<file path="config.mk">
export PLATFORM = sky130hd
export DESIGN_NAME = lpwk_ctrl
export DESIGN_NICKNAME = d
export VERILOG_FILES = /design/src/logic/lpwk_pkg.sv /design/src/logic/lpwk_ctrl.sv /design/src/logic/lpwk_line.sv
export SDC_FILE = /design/constraint.sdc
export NUM_CORES = 1
export LEC_CHECK = 0
export ABC_AREA = 1
export BUFFER_PORTS_ARGS = -buffer_cell sky130_fd_sc_hd__buf_2
export CAP_MARGIN = 10
export CORE_ASPECT_RATIO = 1.25
export CORE_UTILIZATION = 60
export CTS_CLUSTER_SIZE = 24
export DETAILED_ROUTE_END_ITERATION = 16
export GPL_TIMING_DRIVEN = 0
export MAX_ROUTING_LAYER = met4
export PLACE_DENSITY = 0.94
export REMOVE_ABC_BUFFERS = 1
export SLEW_MARGIN = 10
export SYNTH_ARGS = -nofsm -noshare
export SYNTH_HDL_FRONTEND = slang
export SYNTH_SLANG_ARGS = --single-unit
</file>
<file path="constraint.sdc">
create_clock -name clk -period 3.7 [get_ports clk]
set_clock_uncertainty 0.05 [all_clocks]
set_input_delay 0.37 -clock clk [delete_from_list [all_inputs] [get_ports clk]]
set_output_delay 0.37 -clock clk [all_outputs]
set_load 0.03 [all_outputs]
</file>
<file path="src/logic/lpwk_pkg.sv">
// package for the low-power mode and wake line controller
// assumes one 250 MHz master clock and the plain register port
package lpwk_pkg;
  // ****************************************************************
  // register map
  // ****************************************************************
  localparam logic [3:0] ADDR_SENS = 4'h0; // ext_irq_sensitivity
  localparam logic [3:0] ADDR_PSEL = 4'h1; // ext_irq_pin_select
  localparam logic [3:0] ADDR_CLK = 4'h2; // main_clock_ctrl_reg
  localparam logic [3:0] ADDR_STAT = 4'h3; // mode and pending status
  localparam logic [7:0] SENS_RST = 8'h00;
  localparam logic [7:0] PSEL_RST = 8'h0C;
  localparam int CLK_SLOW_BIT = 0; // slow_clock_select
  // ****************************************************************
  // trigger types and pin codes
  // ****************************************************************
  localparam logic [1:0] TRIG_FALL_LOW = 2'h0;
  localparam logic [1:0] TRIG_RISE = 2'h1;
  localparam logic [1:0] TRIG_FALL = 2'h2;
  localparam logic [1:0] TRIG_BOTH = 2'h3;
  localparam logic [1:0] L2_NOHALT_CODE = 2'h1; // port B pin 4
  // ****************************************************************
  // clock division and start-up delay
  // ****************************************************************
  localparam int RUN_DIV = 2;
  localparam int SLOW_DIV = 32;
  localparam int STARTUP_SHORT = 256;
  localparam int STARTUP_LONG = 4096;
  // one-hot power modes
  typedef enum logic [5:0] {
    LPWK_RUN = 6'h01,
    LPWK_WAIT = 6'h02,
    LPWK_HALT = 6'h04,
    LPWK_AHALT = 6'h08,
    LPWK_START = 6'h10,
    LPWK_AWU = 6'h20
  } lpwk_mode_e;
endpackage

</file>
<file path="src/logic/lpwk_ctrl.sv">
// low-power mode sequencer and external wake line control
// assumes cpu strobes are on clk; port pins are asynchronous
// ****************************************************************
// top level
// ****************************************************************
//
// Implementation choices: the register addresses and the address-and-strobe port.
module lpwk_ctrl #(
  parameter int STARTUP_CYC = lpwk_pkg::STARTUP_LONG // start-up wait
) (
  input wire logic clk, // master clock
  input wire logic resetn, // async reset, active low
  input wire logic [3:0] reg_addr, // register address
  input wire logic [7:0] reg_wdata, // write data
  input wire logic reg_wr, // write strobe
  input wire logic reg_rd, // read strobe
  output logic [7:0] reg_rdata, // read data, cycle after strobe
  input wire logic wfi_exec, // wait_for_irq_instruction pulse
  input wire logic halt_exec, // halt instruction pulse
  input wire logic irq_mask_in, // cpu interrupt mask bit
  input wire logic other_irq, // any non-external irq pending
  input wire logic halt_wake_irq, // other irq able to exit halt
  input wire logic [3:0] irq_ack, // service entry per line
  input wire logic lite_timebase_irq_enable, // timer enable
  input wire logic overflow_irq_enable, // reload timer enable
  input wire logic timer_clock_sel_hi, // reload timer clock select
  input wire logic timer_clock_sel_lo, // reload timer clock select
  input wire logic auto_wake_enable, // auto-wake feature enable
  input wire logic watchdog_in_halt_option, // halt makes wdg reset
  input wire logic watchdog_active, // watchdog running
  input wire logic [7:0] port_a, // port A pins, async
  input wire logic [6:0] port_b, // port B pins, async
  output logic [3:0] ext_irq_req, // wake_line_zero..three requests
  output logic irq_mask_clr, // force cpu mask to zero
  output logic cpu_run, // cpu clock enabled
  output logic cpu_clk_en, // cpu clock enable pulse
  output logic periph_clk_en, // peripheral clock enable pulse
  output logic timer_clk_en, // wake-up timer clock enable
  output logic osc_on, // main oscillator enable
  output logic watchdog_reset, // watchdog reset request pulse
  output logic [5:0] power_mode // current mode, one-hot
);
  // ****************************************************************
  // registers
  // ****************************************************************
  logic [7:0] sens_r, psel_r;
  logic slow_r;
  logic [7:0] rdata_r;
  logic [3:0] trig_chg;
  logic [3:0] line_pin;
  logic [3:0] line_req;
  logic [4:0] div_r;
  logic div_tick;
  logic [12:0] start_r;
  logic active_cond, halt_wake, any_irq;
  lpwk_pkg::lpwk_mode_e mode_r;

  localparam logic [12:0] START_LAST = 13'(STARTUP_CYC - 1);

  // sensitivity writes gated by the cpu mask
  always_ff @(posedge clk or negedge resetn) begin
    if (!resetn) begin
      sens_r <= lpwk_pkg::SENS_RST;
    end else if (reg_wr && reg_addr == lpwk_pkg::ADDR_SENS &&
                 irq_mask_in) begin
      sens_r <= reg_wdata;
    end
  end

  // a field counts as changed only if the accepted write alters it
  always_comb begin
    for (int i = 0; i < 4; i++) begin
      trig_chg[i] = reg_wr && reg_addr == lpwk_pkg::ADDR_SENS &&
        irq_mask_in && (reg_wdata[2*i +: 2] != sens_r[2*i +: 2]);
    end
  end

  // pin routing and clock control registers
  always_ff @(posedge clk or negedge resetn) begin
    if (!resetn) begin
      psel_r <= lpwk_pkg::PSEL_RST;
      slow_r <= 1'b0;
    end else if (reg_wr && reg_addr == lpwk_pkg::ADDR_PSEL) begin
      psel_r <= reg_wdata;
    end else if (reg_wr && reg_addr == lpwk_pkg::ADDR_CLK) begin
      slow_r <= reg_wdata[lpwk_pkg::CLK_SLOW_BIT];
    end
  end

  // read port; unmapped addresses read zero
  always_ff @(posedge clk or negedge resetn) begin
    if (!resetn) begin
      rdata_r <= 8'h00;
    end else if (reg_rd) begin
      if (reg_addr == lpwk_pkg::ADDR_SENS) begin
        rdata_r <= sens_r;
      end else if (reg_addr == lpwk_pkg::ADDR_PSEL) begin
        rdata_r <= psel_r;
      end else if (reg_addr == lpwk_pkg::ADDR_CLK) begin
        rdata_r <= {7'h00, slow_r};
      end else if (reg_addr == lpwk_pkg::ADDR_STAT) begin
        rdata_r <= {line_req, mode_r[3:0]};
      end else begin
        rdata_r <= 8'h00;
      end
    end
  end
  assign reg_rdata = rdata_r;

  // ****************************************************************
  // pin routing and wake lines
  // ****************************************************************
  // line three code 11 has no pin; it reads as idle high
  always_comb begin
    line_pin[0] = port_a[{1'b0, psel_r[1:0]}];
    line_pin[1] = port_a[{1'b1, psel_r[3:2]}];
    line_pin[2] = port_b[3'(psel_r[5:4]) + 3'h3];
    line_pin[3] = (psel_r[7:6] == 2'h3) ? 1'b1 :
      port_b[{1'b0, psel_r[7:6]}];
  end

  genvar g;
  generate
    for (g = 0; g < 4; g++) begin : g_line
      lpwk_line u_line (
        .clk(clk),
        .resetn(resetn),
        .pin(line_pin[g]),
        .trig(sens_r[2*g +: 2]),
        .trig_chg(trig_chg[g]),
        .ack(irq_ack[g]),
        .req(line_req[g])
      );
    end
  endgenerate
  assign ext_irq_req = line_req;

  // ****************************************************************
  // clock divider
  // ****************************************************************
  // one counter; the tick period is 2 or 32 master cycles
  always_ff @(posedge clk or negedge resetn) begin
    if (!resetn) begin
      div_r <= 5'h00;
    end else if (div_tick) begin
      div_r <= 5'h00;
    end else begin
      div_r <= div_r + 5'h01;
    end
  end
  assign div_tick = slow_r ? (div_r == 5'(lpwk_pkg::SLOW_DIV - 1))
                           : (div_r >= 5'(lpwk_pkg::RUN_DIV - 1));

  // ****************************************************************
  // power mode sequencer
  // ****************************************************************
  assign active_cond = lite_timebase_irq_enable |
    (overflow_irq_enable & ~timer_clock_sel_hi & timer_clock_sel_lo);
  assign any_irq = (|line_req) | other_irq;
  // line two routed to B4 cannot wake any halt mode, active halt with the oscillator on included
  assign halt_wake = halt_wake_irq | line_req[0] | line_req[1] |
    line_req[3] | (line_req[2] &
    (psel_r[5:4] != lpwk_pkg::L2_NOHALT_CODE));

  // mode transitions; auto-wake halt is tracked, its timer lives outside
  always_ff @(posedge clk or negedge resetn) begin
    if (!resetn) begin
      mode_r <= lpwk_pkg::LPWK_RUN;
      start_r <= 13'h0000;
    end else begin
      case (mode_r)
        lpwk_pkg::LPWK_RUN: begin
          if (wfi_exec) begin
            mode_r <= lpwk_pkg::LPWK_WAIT;
          end else if (halt_exec && !(watchdog_in_halt_option &&
                       watchdog_active && !active_cond)) begin
            if (active_cond) begin
              mode_r <= lpwk_pkg::LPWK_AHALT;
            end else if (auto_wake_enable) begin
              mode_r <= lpwk_pkg::LPWK_AWU;
            end else begin
              mode_r <= lpwk_pkg::LPWK_HALT;
            end
          end
        end
        lpwk_pkg::LPWK_WAIT: begin
          if (any_irq) begin
            mode_r <= lpwk_pkg::LPWK_RUN;
          end
        end
        lpwk_pkg::LPWK_HALT, lpwk_pkg::LPWK_AWU: begin
          if (halt_wake) begin
            mode_r <= lpwk_pkg::LPWK_START;
            start_r <= 13'h0000;
          end
        end
        lpwk_pkg::LPWK_AHALT: begin
          if (halt_wake) begin
            mode_r <= lpwk_pkg::LPWK_RUN;
          end
        end
        lpwk_pkg::LPWK_START: begin
          if (start_r == START_LAST) begin
            mode_r <= lpwk_pkg::LPWK_RUN;
          end else begin
            start_r <= start_r + 13'h0001;
          end
        end
        default: mode_r <= lpwk_pkg::LPWK_RUN;
      endcase
    end
  end

  // watchdog reset when halt is refused by the option
  always_ff @(posedge clk or negedge resetn) begin
    if (!resetn) begin
      watchdog_reset <= 1'b0;
    end else begin
      watchdog_reset <= mode_r == lpwk_pkg::LPWK_RUN && !wfi_exec &&
        halt_exec && watchdog_in_halt_option && watchdog_active &&
        !active_cond;
    end
  end

  // ****************************************************************
  // clock gating outputs
  // ****************************************************************
  // mask clear stands for the whole low-power stay
  assign irq_mask_clr = mode_r == lpwk_pkg::LPWK_WAIT ||
    mode_r == lpwk_pkg::LPWK_HALT || mode_r == lpwk_pkg::LPWK_AWU ||
    mode_r == lpwk_pkg::LPWK_AHALT;
  assign cpu_run = mode_r == lpwk_pkg::LPWK_RUN;
  assign cpu_clk_en = cpu_run & div_tick;
  assign periph_clk_en = (cpu_run || mode_r == lpwk_pkg::LPWK_WAIT) &
    div_tick;
  assign timer_clk_en = (cpu_run || mode_r == lpwk_pkg::LPWK_WAIT ||
    mode_r == lpwk_pkg::LPWK_AHALT) & div_tick;
  assign osc_on = !(mode_r == lpwk_pkg::LPWK_HALT ||
    mode_r == lpwk_pkg::LPWK_AWU);
  assign power_mode = mode_r;

  // ****************************************************************
  // checks
  // ****************************************************************
  a_sens_locked: assert property (@(posedge clk) disable iff (!resetn)
    reg_wr && reg_addr == lpwk_pkg::ADDR_SENS && !irq_mask_in
    |=> $stable(sens_r)) else $error("sensitivity written while unmasked");
  a_retune_clears: assert property (@(posedge clk) disable iff (!resetn)
    trig_chg[0] |=> !g_line[0].u_line.pend_r)
    else $error("retune left request pending");
  a_halt_plain: assert property (@(posedge clk) disable iff (!resetn)
    mode_r == lpwk_pkg::LPWK_RUN && halt_exec && !wfi_exec &&
    !active_cond && !auto_wake_enable && !watchdog_in_halt_option
    |=> mode_r == lpwk_pkg::LPWK_HALT && !osc_on)
    else $error("plain halt not entered");
  a_ahalt_enter: assert property (@(posedge clk) disable iff (!resetn)
    mode_r == lpwk_pkg::LPWK_RUN && halt_exec && !wfi_exec && active_cond
    |=> mode_r == lpwk_pkg::LPWK_AHALT ##1 !watchdog_reset)
    else $error("active halt not entered");
  a_start_delay: assert property (@(posedge clk) disable iff (!resetn)
    $rose(mode_r == lpwk_pkg::LPWK_START)
    |-> !cpu_run [*8]) else $error("start-up wait cut short");
  a_ahalt_fast: assert property (@(posedge clk) disable iff (!resetn)
    mode_r == lpwk_pkg::LPWK_AHALT && halt_wake
    |=> cpu_run) else $error("active halt exit delayed");
  a_b4_blind: assert property (@(posedge clk) disable iff (!resetn)
    mode_r == lpwk_pkg::LPWK_HALT && psel_r[5:4] == 2'h1 &&
    line_req == 4'h4 && !halt_wake_irq |=> mode_r == lpwk_pkg::LPWK_HALT)
    else $error("B4 woke halt");
  a_wait_exit: assert property (@(posedge clk) disable iff (!resetn)
    mode_r == lpwk_pkg::LPWK_WAIT && any_irq |=> cpu_run && !irq_mask_clr)
    else $error("wait exit missed");
  a_slow_rate: assert property (@(posedge clk) disable iff (!resetn)
    slow_r && $past(slow_r) && cpu_clk_en |=> !cpu_clk_en [*8])
    else $error("slow clock too fast");
  c_wait: cover property (@(posedge clk) disable iff (!resetn)
    mode_r == lpwk_pkg::LPWK_WAIT ##[1:20] cpu_run);
  c_halt_wake: cover property (@(posedge clk) disable iff (!resetn)
    mode_r == lpwk_pkg::LPWK_START ##1 mode_r == lpwk_pkg::LPWK_START);
  c_ahalt: cover property (@(posedge clk) disable iff (!resetn)
    mode_r == lpwk_pkg::LPWK_AHALT ##1 cpu_run);

  // mode entry and stay checks; enables must follow the mode at once
  a_wfi_enter: assert property (@(posedge clk) disable iff (!resetn)
    mode_r == lpwk_pkg::LPWK_RUN && wfi_exec |=> mode_r ==
    lpwk_pkg::LPWK_WAIT && irq_mask_clr) else $error("wait not entered");
  a_wait_cpu_off: assert property (@(posedge clk) disable iff (!resetn)
    mode_r == lpwk_pkg::LPWK_WAIT |-> !cpu_clk_en && !cpu_run)
    else $error("cpu clocked in wait");
  a_wait_stay: assert property (@(posedge clk) disable iff (!resetn)
    mode_r == lpwk_pkg::LPWK_WAIT && !any_irq |=> mode_r ==
    lpwk_pkg::LPWK_WAIT) else $error("wait left without irq");
  a_halt_mask: assert property (@(posedge clk) disable iff (!resetn)
    (mode_r == lpwk_pkg::LPWK_HALT || mode_r == lpwk_pkg::LPWK_AHALT ||
    mode_r == lpwk_pkg::LPWK_AWU) |-> irq_mask_clr)
    else $error("mask kept in halt");
  a_halt_quiet: assert property (@(posedge clk) disable iff (!resetn)
    (mode_r == lpwk_pkg::LPWK_HALT || mode_r == lpwk_pkg::LPWK_AWU) |->
    !cpu_clk_en && !periph_clk_en && !timer_clk_en && !osc_on)
    else $error("clock running in halt");
  a_ahalt_osc: assert property (@(posedge clk) disable iff (!resetn)
    mode_r == lpwk_pkg::LPWK_AHALT |-> osc_on && !periph_clk_en &&
    !cpu_clk_en) else $error("active halt clocks wrong");
  a_start_end: assert property (@(posedge clk) disable iff (!resetn)
    mode_r == lpwk_pkg::LPWK_START && start_r == START_LAST |=> cpu_run)
    else $error("start-up wait overran");
  a_wdg_refuse: assert property (@(posedge clk) disable iff (!resetn)
    watchdog_reset |-> cpu_run) else $error("halt taken with reset");

  // slow-wait and the refused halt are the rarer paths worth seeing
  c_slow_wait: cover property (@(posedge clk) disable iff (!resetn)
    mode_r == lpwk_pkg::LPWK_WAIT && slow_r && periph_clk_en);
  c_refused: cover property (@(posedge clk) disable iff (!resetn)
    watchdog_reset);
endmodule

</file>
<file path="src/logic/lpwk_line.sv">
// one external wake line: pin synchroniser, trigger decode, pending latch
// assumes pin input is asynchronous to clk
module lpwk_line (
  input wire logic clk, // master clock
  input wire logic resetn, // async reset, active low
  input wire logic pin, // selected pin, async
  input wire logic [1:0] trig, // trigger type
  input wire logic trig_chg, // sensitivity of this line changed by a write
  input wire logic ack, // cpu entered the service routine
  output logic req // request to the cpu
);
  logic s1_r, s2_r, s3_r, pend_r, edge_hit;

  // two-stage synchroniser, then one stage of history for edges
  always_ff @(posedge clk or negedge resetn) begin
    if (!resetn) begin
      s1_r <= 1'b1;
      s2_r <= 1'b1;
      s3_r <= 1'b1;
    end else begin
      s1_r <= pin;
      s2_r <= s1_r;
      s3_r <= s2_r;
    end
  end

  // sensitivity decode
  always_comb begin
    case (trig)
      lpwk_pkg::TRIG_RISE: edge_hit = s2_r & ~s3_r;
      lpwk_pkg::TRIG_FALL: edge_hit = ~s2_r & s3_r;
      lpwk_pkg::TRIG_BOTH: edge_hit = s2_r ^ s3_r;
      default: edge_hit = ~s2_r & s3_r;
    endcase
  end

  // edge latch; a new edge wins over the acknowledge, a retune clears
  always_ff @(posedge clk or negedge resetn) begin
    if (!resetn) begin
      pend_r <= 1'b0;
    end else if (trig_chg) begin
      pend_r <= 1'b0;
    end else if (edge_hit) begin
      pend_r <= 1'b1;
    end else if (ack) begin
      pend_r <= 1'b0;
    end
  end

  // low level counts directly while it lasts
  assign req = pend_r |
    ((trig == lpwk_pkg::TRIG_FALL_LOW) & ~s2_r & ~trig_chg);
endmodule

</file>
== Word-level counts from Yosys, hierarchy flattened ==
Cells that the tools add are included.

* Add/sub/neg operators: 3
* $lt $le $gt $ge: 5
* Eq/ne operators: 31
* Mux-type cells: 43
* Bitwise operators: 50
* Reductions and logical operators: 41

{| class="wikitable"
|+ Operator list
! cell !! number
|-
| 6-bit 2-to-1 mux || 8
|-
| 8-bit 2-to-1 mux || 4
|-
| 6-bit case mux with 5 select lines || 1
|-
| 13-bit 2-to-1 mux || 2
|-
| 13-bit case mux with 2 select lines || 1
|-
| 1-bit bitwise AND || 22
|-
| 1-bit 2-to-1 mux || 18
|-
| 1-bit logical AND || 16
|-
| 1-bit NOT || 14
|-
| 13-bit by 1-bit adder with 13-bit output (second input constant) || 1
|-
| 13-bit by 12-bit equality test with 1-bit output (second input constant) || 1
|-
| 3-bit nonzero test || 4
|-
| 2-bit equality test (second input constant) || 5
|-
| 2-bit != test (second input constant) || 5
|-
| 1-bit bitwise OR || 10
|-
| 2-bit by 1-bit equality test with 1-bit output (second input constant) || 4
|-
| 4-bit by 2-bit equality test with 1-bit output (second input constant) || 2
|-
| 2-bit logical NOT || 4
|-
| 2-bit by 4-bit less-than comparator with 1-bit output (second input constant) || 2
|-
| 3-bit by 4-bit less-than comparator with 1-bit output (second input constant) || 2
|-
| 2-bit != test || 4
|-
| 1-bit case mux with 2 select lines || 4
|-
| 1-bit binary-select mux with 2-bit select || 3
|-
| 6-bit by 1-bit equality test with 1-bit output (second input constant) || 1
|-
| other kinds (24) || 35
|}

* Flip-flop bits (word level): 66
* Bits of input ports: 47
* Logic and storage cells: 197

== Depth between registers and ports, before layout ==
* Depth after elaboration: 13
* Mapped depth: 13

== By module ==
A second synthesis with hierarchy kept.

* Cell total of the unflattened synthesis: 472
* Area total of the unflattened synthesis: 3,811.2 µm²

{| class="wikitable"
|+ By module, submodules not included
! module !! instances !! cells an instance !! area each (µm²) !! seq. area each (µm²)
|-
| lpwk_ctrl || 1 || 392 || 3,030.4 || 1,255.0
|-
| lpwk_line || 4 || 20 || 195.2 || 103.8
|}

== Worst setup path after synthesis ==
Ideal clock, no wire load.

* Kind: reg-to-output
* Start: reg div_r[0]
* End: out timer_clk_en
* Arrival time: 1.783 ns
* Path slack: 1.497 ns
* Stages on the path, launching flop included: 9
* Buffers on the path: 0
* Cell sequence: dfrtp_1 -> ha_1 -> nand2_1 -> nor2_1 -> ha_1 -> o22ai_1 -> a21oi_1 -> a21oi_1 -> inv_1

* Longest elaborated chain between the ends: 3

{| class="wikitable"
|+ RTL lines
! what !! line !! source
|-
| start, declared || lpwk_ctrl.sv:52 || <nowiki>logic [4:0] div_r;</nowiki>
|-
| start signal, assigned || lpwk_ctrl.sv:148 || <nowiki>div_r <= div_r + 5'h01;</nowiki>
|-
| 5-bit by 1-bit >= comparator with 1-bit output / 5-bit equality test (equally long branches) || lpwk_ctrl.sv:152, lpwk_ctrl.sv:151 ||
|-
| 1-bit 2-to-1 mux * || lpwk_ctrl.sv:151 || <nowiki>assign div_tick = slow_r ? (div_r == 5'(lpwk_pkg::SLOW_DIV - 1))</nowiki>
|-
| 1-bit bitwise AND * || lpwk_ctrl.sv:237 || <nowiki>mode_r == lpwk_pkg::LPWK_AHALT) & div_tick;</nowiki>
|-
| end, declared || lpwk_ctrl.sv:38 || <nowiki>output logic timer_clk_en,</nowiki>
|}

Every way passes the cells marked *; elsewhere a longest branch is shown, timed or not.

== Worst setup path in the final report ==
Same ends and word-level chain as after synthesis.

==> run metrics <==
Placeable Area=about 6000 um2; pwr/cell area=about 600 nW/um2; fin crit share=0.696; DP Area=4100 um2; Cell Rows=31; kind of critical path=reg -> out; TritonRoute pass-1 iters=4; IO Count=72; CTS Sinks=66; M1 WL=between 3000 and 4000 um; Yosys top cell area share=0.344; status=complete, no violations; Clock Tree Buf Depth=2; reg-to-reg critical path startpoint=power_mode[2]$_DFFE_PN0P_; Fin. Hold Viols=0; max frequency=0.388 GHz; Tmin final=2.58 ns; kind of end point of the critical path=output pin; wire per inst=~13 um; type of the tightest min-delay check=in -> async; first-pass GRT wire length=14200 um; area of the multi-input gates=1690 um2; Post-CTS Hold Buffers=0; Arr. time, crit path=2.16 ns; Worst-Margin Slew=0.812 ns; FILL cells=487; Lkg Pwr=0.00228 uW; WL met3=495 um; number of DRC markers in iteration 0=between 200 and 250; RR Endpoint=start_r[11]$_DFFE_PN0P_; Total Wirelength=8280 um; R2R cell count=10; top layer in use=met4; Port Buffers=71; Overall Global Routing Usage=0.292; Post-CTS Resized=0; Die ar.=6500 um2; CTS tree=yes; vias=about 3400; largest net degree at the start of global routing=67; # diodes=0; share of layout cells above drive strength 1=0.229; ranking of synthesized cells by area=dfrtp_1, nand2_1, dfstp_2; MaxCap Viol Count=0; Slew headroom=0.459; CP Max Fanout=5; number of global-route vias before repair=3300; largest area contributor in the netlist=dfrtp_1; Num CTS Buffers=9; RSZ-0062 raised after global routing=no; Clock Root Buffer=clkbuf_8; Die W=72.3 um; critical path required time=roughly 3.3 ns; Post-Synthesis Cell Area=3710 um2; Final Max Tran Viols=0; H-tree levels=3; Final setup viols=0; Routed Antenna Nets=0; DP Worst Slack=1.33 ns; Initial Utilization=0.629; Final Net Count=~610; Clock Pin Slew Worst Setup and Hold Paths=0.07 ns; antenna violations before repair=0; VDD IR max=644 uV; postcts setup bufs=0; Die Y=between 80 and 90 um; Vias/cell=5.35; Routability Congestion=0.928; HPWL reported at the end of detailed placement=6110 um; total gr overflow=0; clk_lat worst skew=0.34 ns; Cell variety after synth=slightly above 40; post-synthesis sequential area ratio=0.450; Yosys Warn Count=0; post-route setup TNS=0 ns; P&R area growth vs syn=15.0%; cell area after layout=4270 um2; Syn Inst Count=476; syn avg cell area=approximately 8 um2; Register Area=about 1700 um2; fin worst setup slack=1.12 ns; PnR Total Power=approximately 2600 uW; worst reg-to-reg setup slack=around 1.5 ns; Routed met2 length=4240 um; Post-route DRC=0; Setup crit start kind=flip-flop; synthesized flop and latch total=66
final cells by class:
class                   count  area share
clock buffers              12      0.0364
repair buffers             71      0.0839
clock inverters             3     0.00352
well taps                  82      0.0241
flip-flops and latches     66       0.392
multi-input cells         325       0.395
inverters                  74      0.0651
per-stage QoR:
stage	utilization	hold slack, ns	instances
floorplan	-	0.0244	465
global placement	0.694	0.296	618
detailed placement	0.695	0.297	618
CTS	0.723	0.105	633
global route	0.723	0.123	633
finish	0.723	0.0586	633
worst max path at each step:
stage | start | to | depth (start not counted)
after floorplan | div_r[0]$_DFF_PN0_ | timer_clk_en | 8
after global placement | reg_addr[3] | start_r[2]$_DFFE_PN0P_ | 12
after detailed placement | reg_addr[3] | start_r[2]$_DFFE_PN0P_ | 12
after CTS | div_r[0]$_DFF_PN0_ | timer_clk_en | 9
after global routing | div_r[0]$_DFF_PN0_ | timer_clk_en | 9
final | div_r[0]$_DFF_PN0_ | timer_clk_en | 9
Yosys cell counts:
cell type / n
nand3_2: 1
nor2_4: 3
clkbuf_1: 3
buf_4: 5
o221ai_1: 2
and2_1: 1
xnor2_1: 1
nand4_1: 8
nand2_2: 9
buf_1: 1
o211ai_1: 2
dfrtp_1: 51
nand3_1: 25
nor4b_1: 1
or2_2: 4
a21oi_2: 3
a31oi_1: 2
buf_6: 2
ha_1: 14
o311ai_0: 1
nor2_8: 1
inv_1: 74
nand2_1: 127
a41oi_1: 3
o22ai_1: 2
or3_1: 1
a21oi_1: 9
nand2_4: 3
and3_1: 1
nor3_1: 6
a32oi_1: 2
nand3b_1: 1
a211oi_1: 1
a22o_1: 1
nor2_2: 1
nor3_2: 1
dfstp_2: 15
xor2_1: 2
nor2_1: 46
o21ai_0: 39
a22oi_1: 1
registers in the layout, summed over array words and instances (netlist names):
name / flops
power_mode: 6
psel_r: 8
reg_rdata: 8
g_line.u_line.s1_r: 4
g_line.u_line.pend_r: 4
g_line.u_line.s3_r: 4
div_r: 5
g_line.u_line.s2_r: 4
slow_r: 1
watchdog_reset: 1
sens_r: 8
start_r: 13
logic make-up (layout without fill, tap and decap cells):
logic type / Yosys count / count (layout) / share of synthesized area
xor+xnor: 3 / 3 / 0.00708
buf+inv: 85 / 160 / 0.0951
fa+ha+maj: 14 / 14 / 0.0472
flops: 66 / 66 / 0.450
simple gates: 240 / 240 / 0.292
compound gates: 68 / 68 / 0.108
report_power, final:
| group | switching (uW) | internal, uW |
|---|---|---|
| logic | 654 | 318 |
| clock network | 262 | 273 |
| registers | 173 | 953 |
metal layers:
metal,GRT usage,up-vias
li1,-,1653
met1,0.324,1603
met2,0.496,115
met3,0.0706,16
met4,0.116,0
met5,-,-
layout by cell type (no fill, tap or decap), drive strengths merged, types with 4 or more instances in the layout:
cell type  count
ha            14
nand4          8
nor3           7
nand3         26
a21oi         12
inv           74
or2            4
dfrtp         51
dfstp         15
buf           71
nor2          51
nand2        139
o21ai         39
clkbuf        12
critical path: stages, from the launching register on:
cell and delay [ns]:
dfrtp_1 0.43, ha_1 0.24, nand2_1 0.09, nor2_1 0.05
ha_1 0.17, o22ai_1 0.30, inv_1 0.16, a21oi_1 0.15
inv_1 0.05, buf_2 0.17
Power figures use the tool's default switching activity.
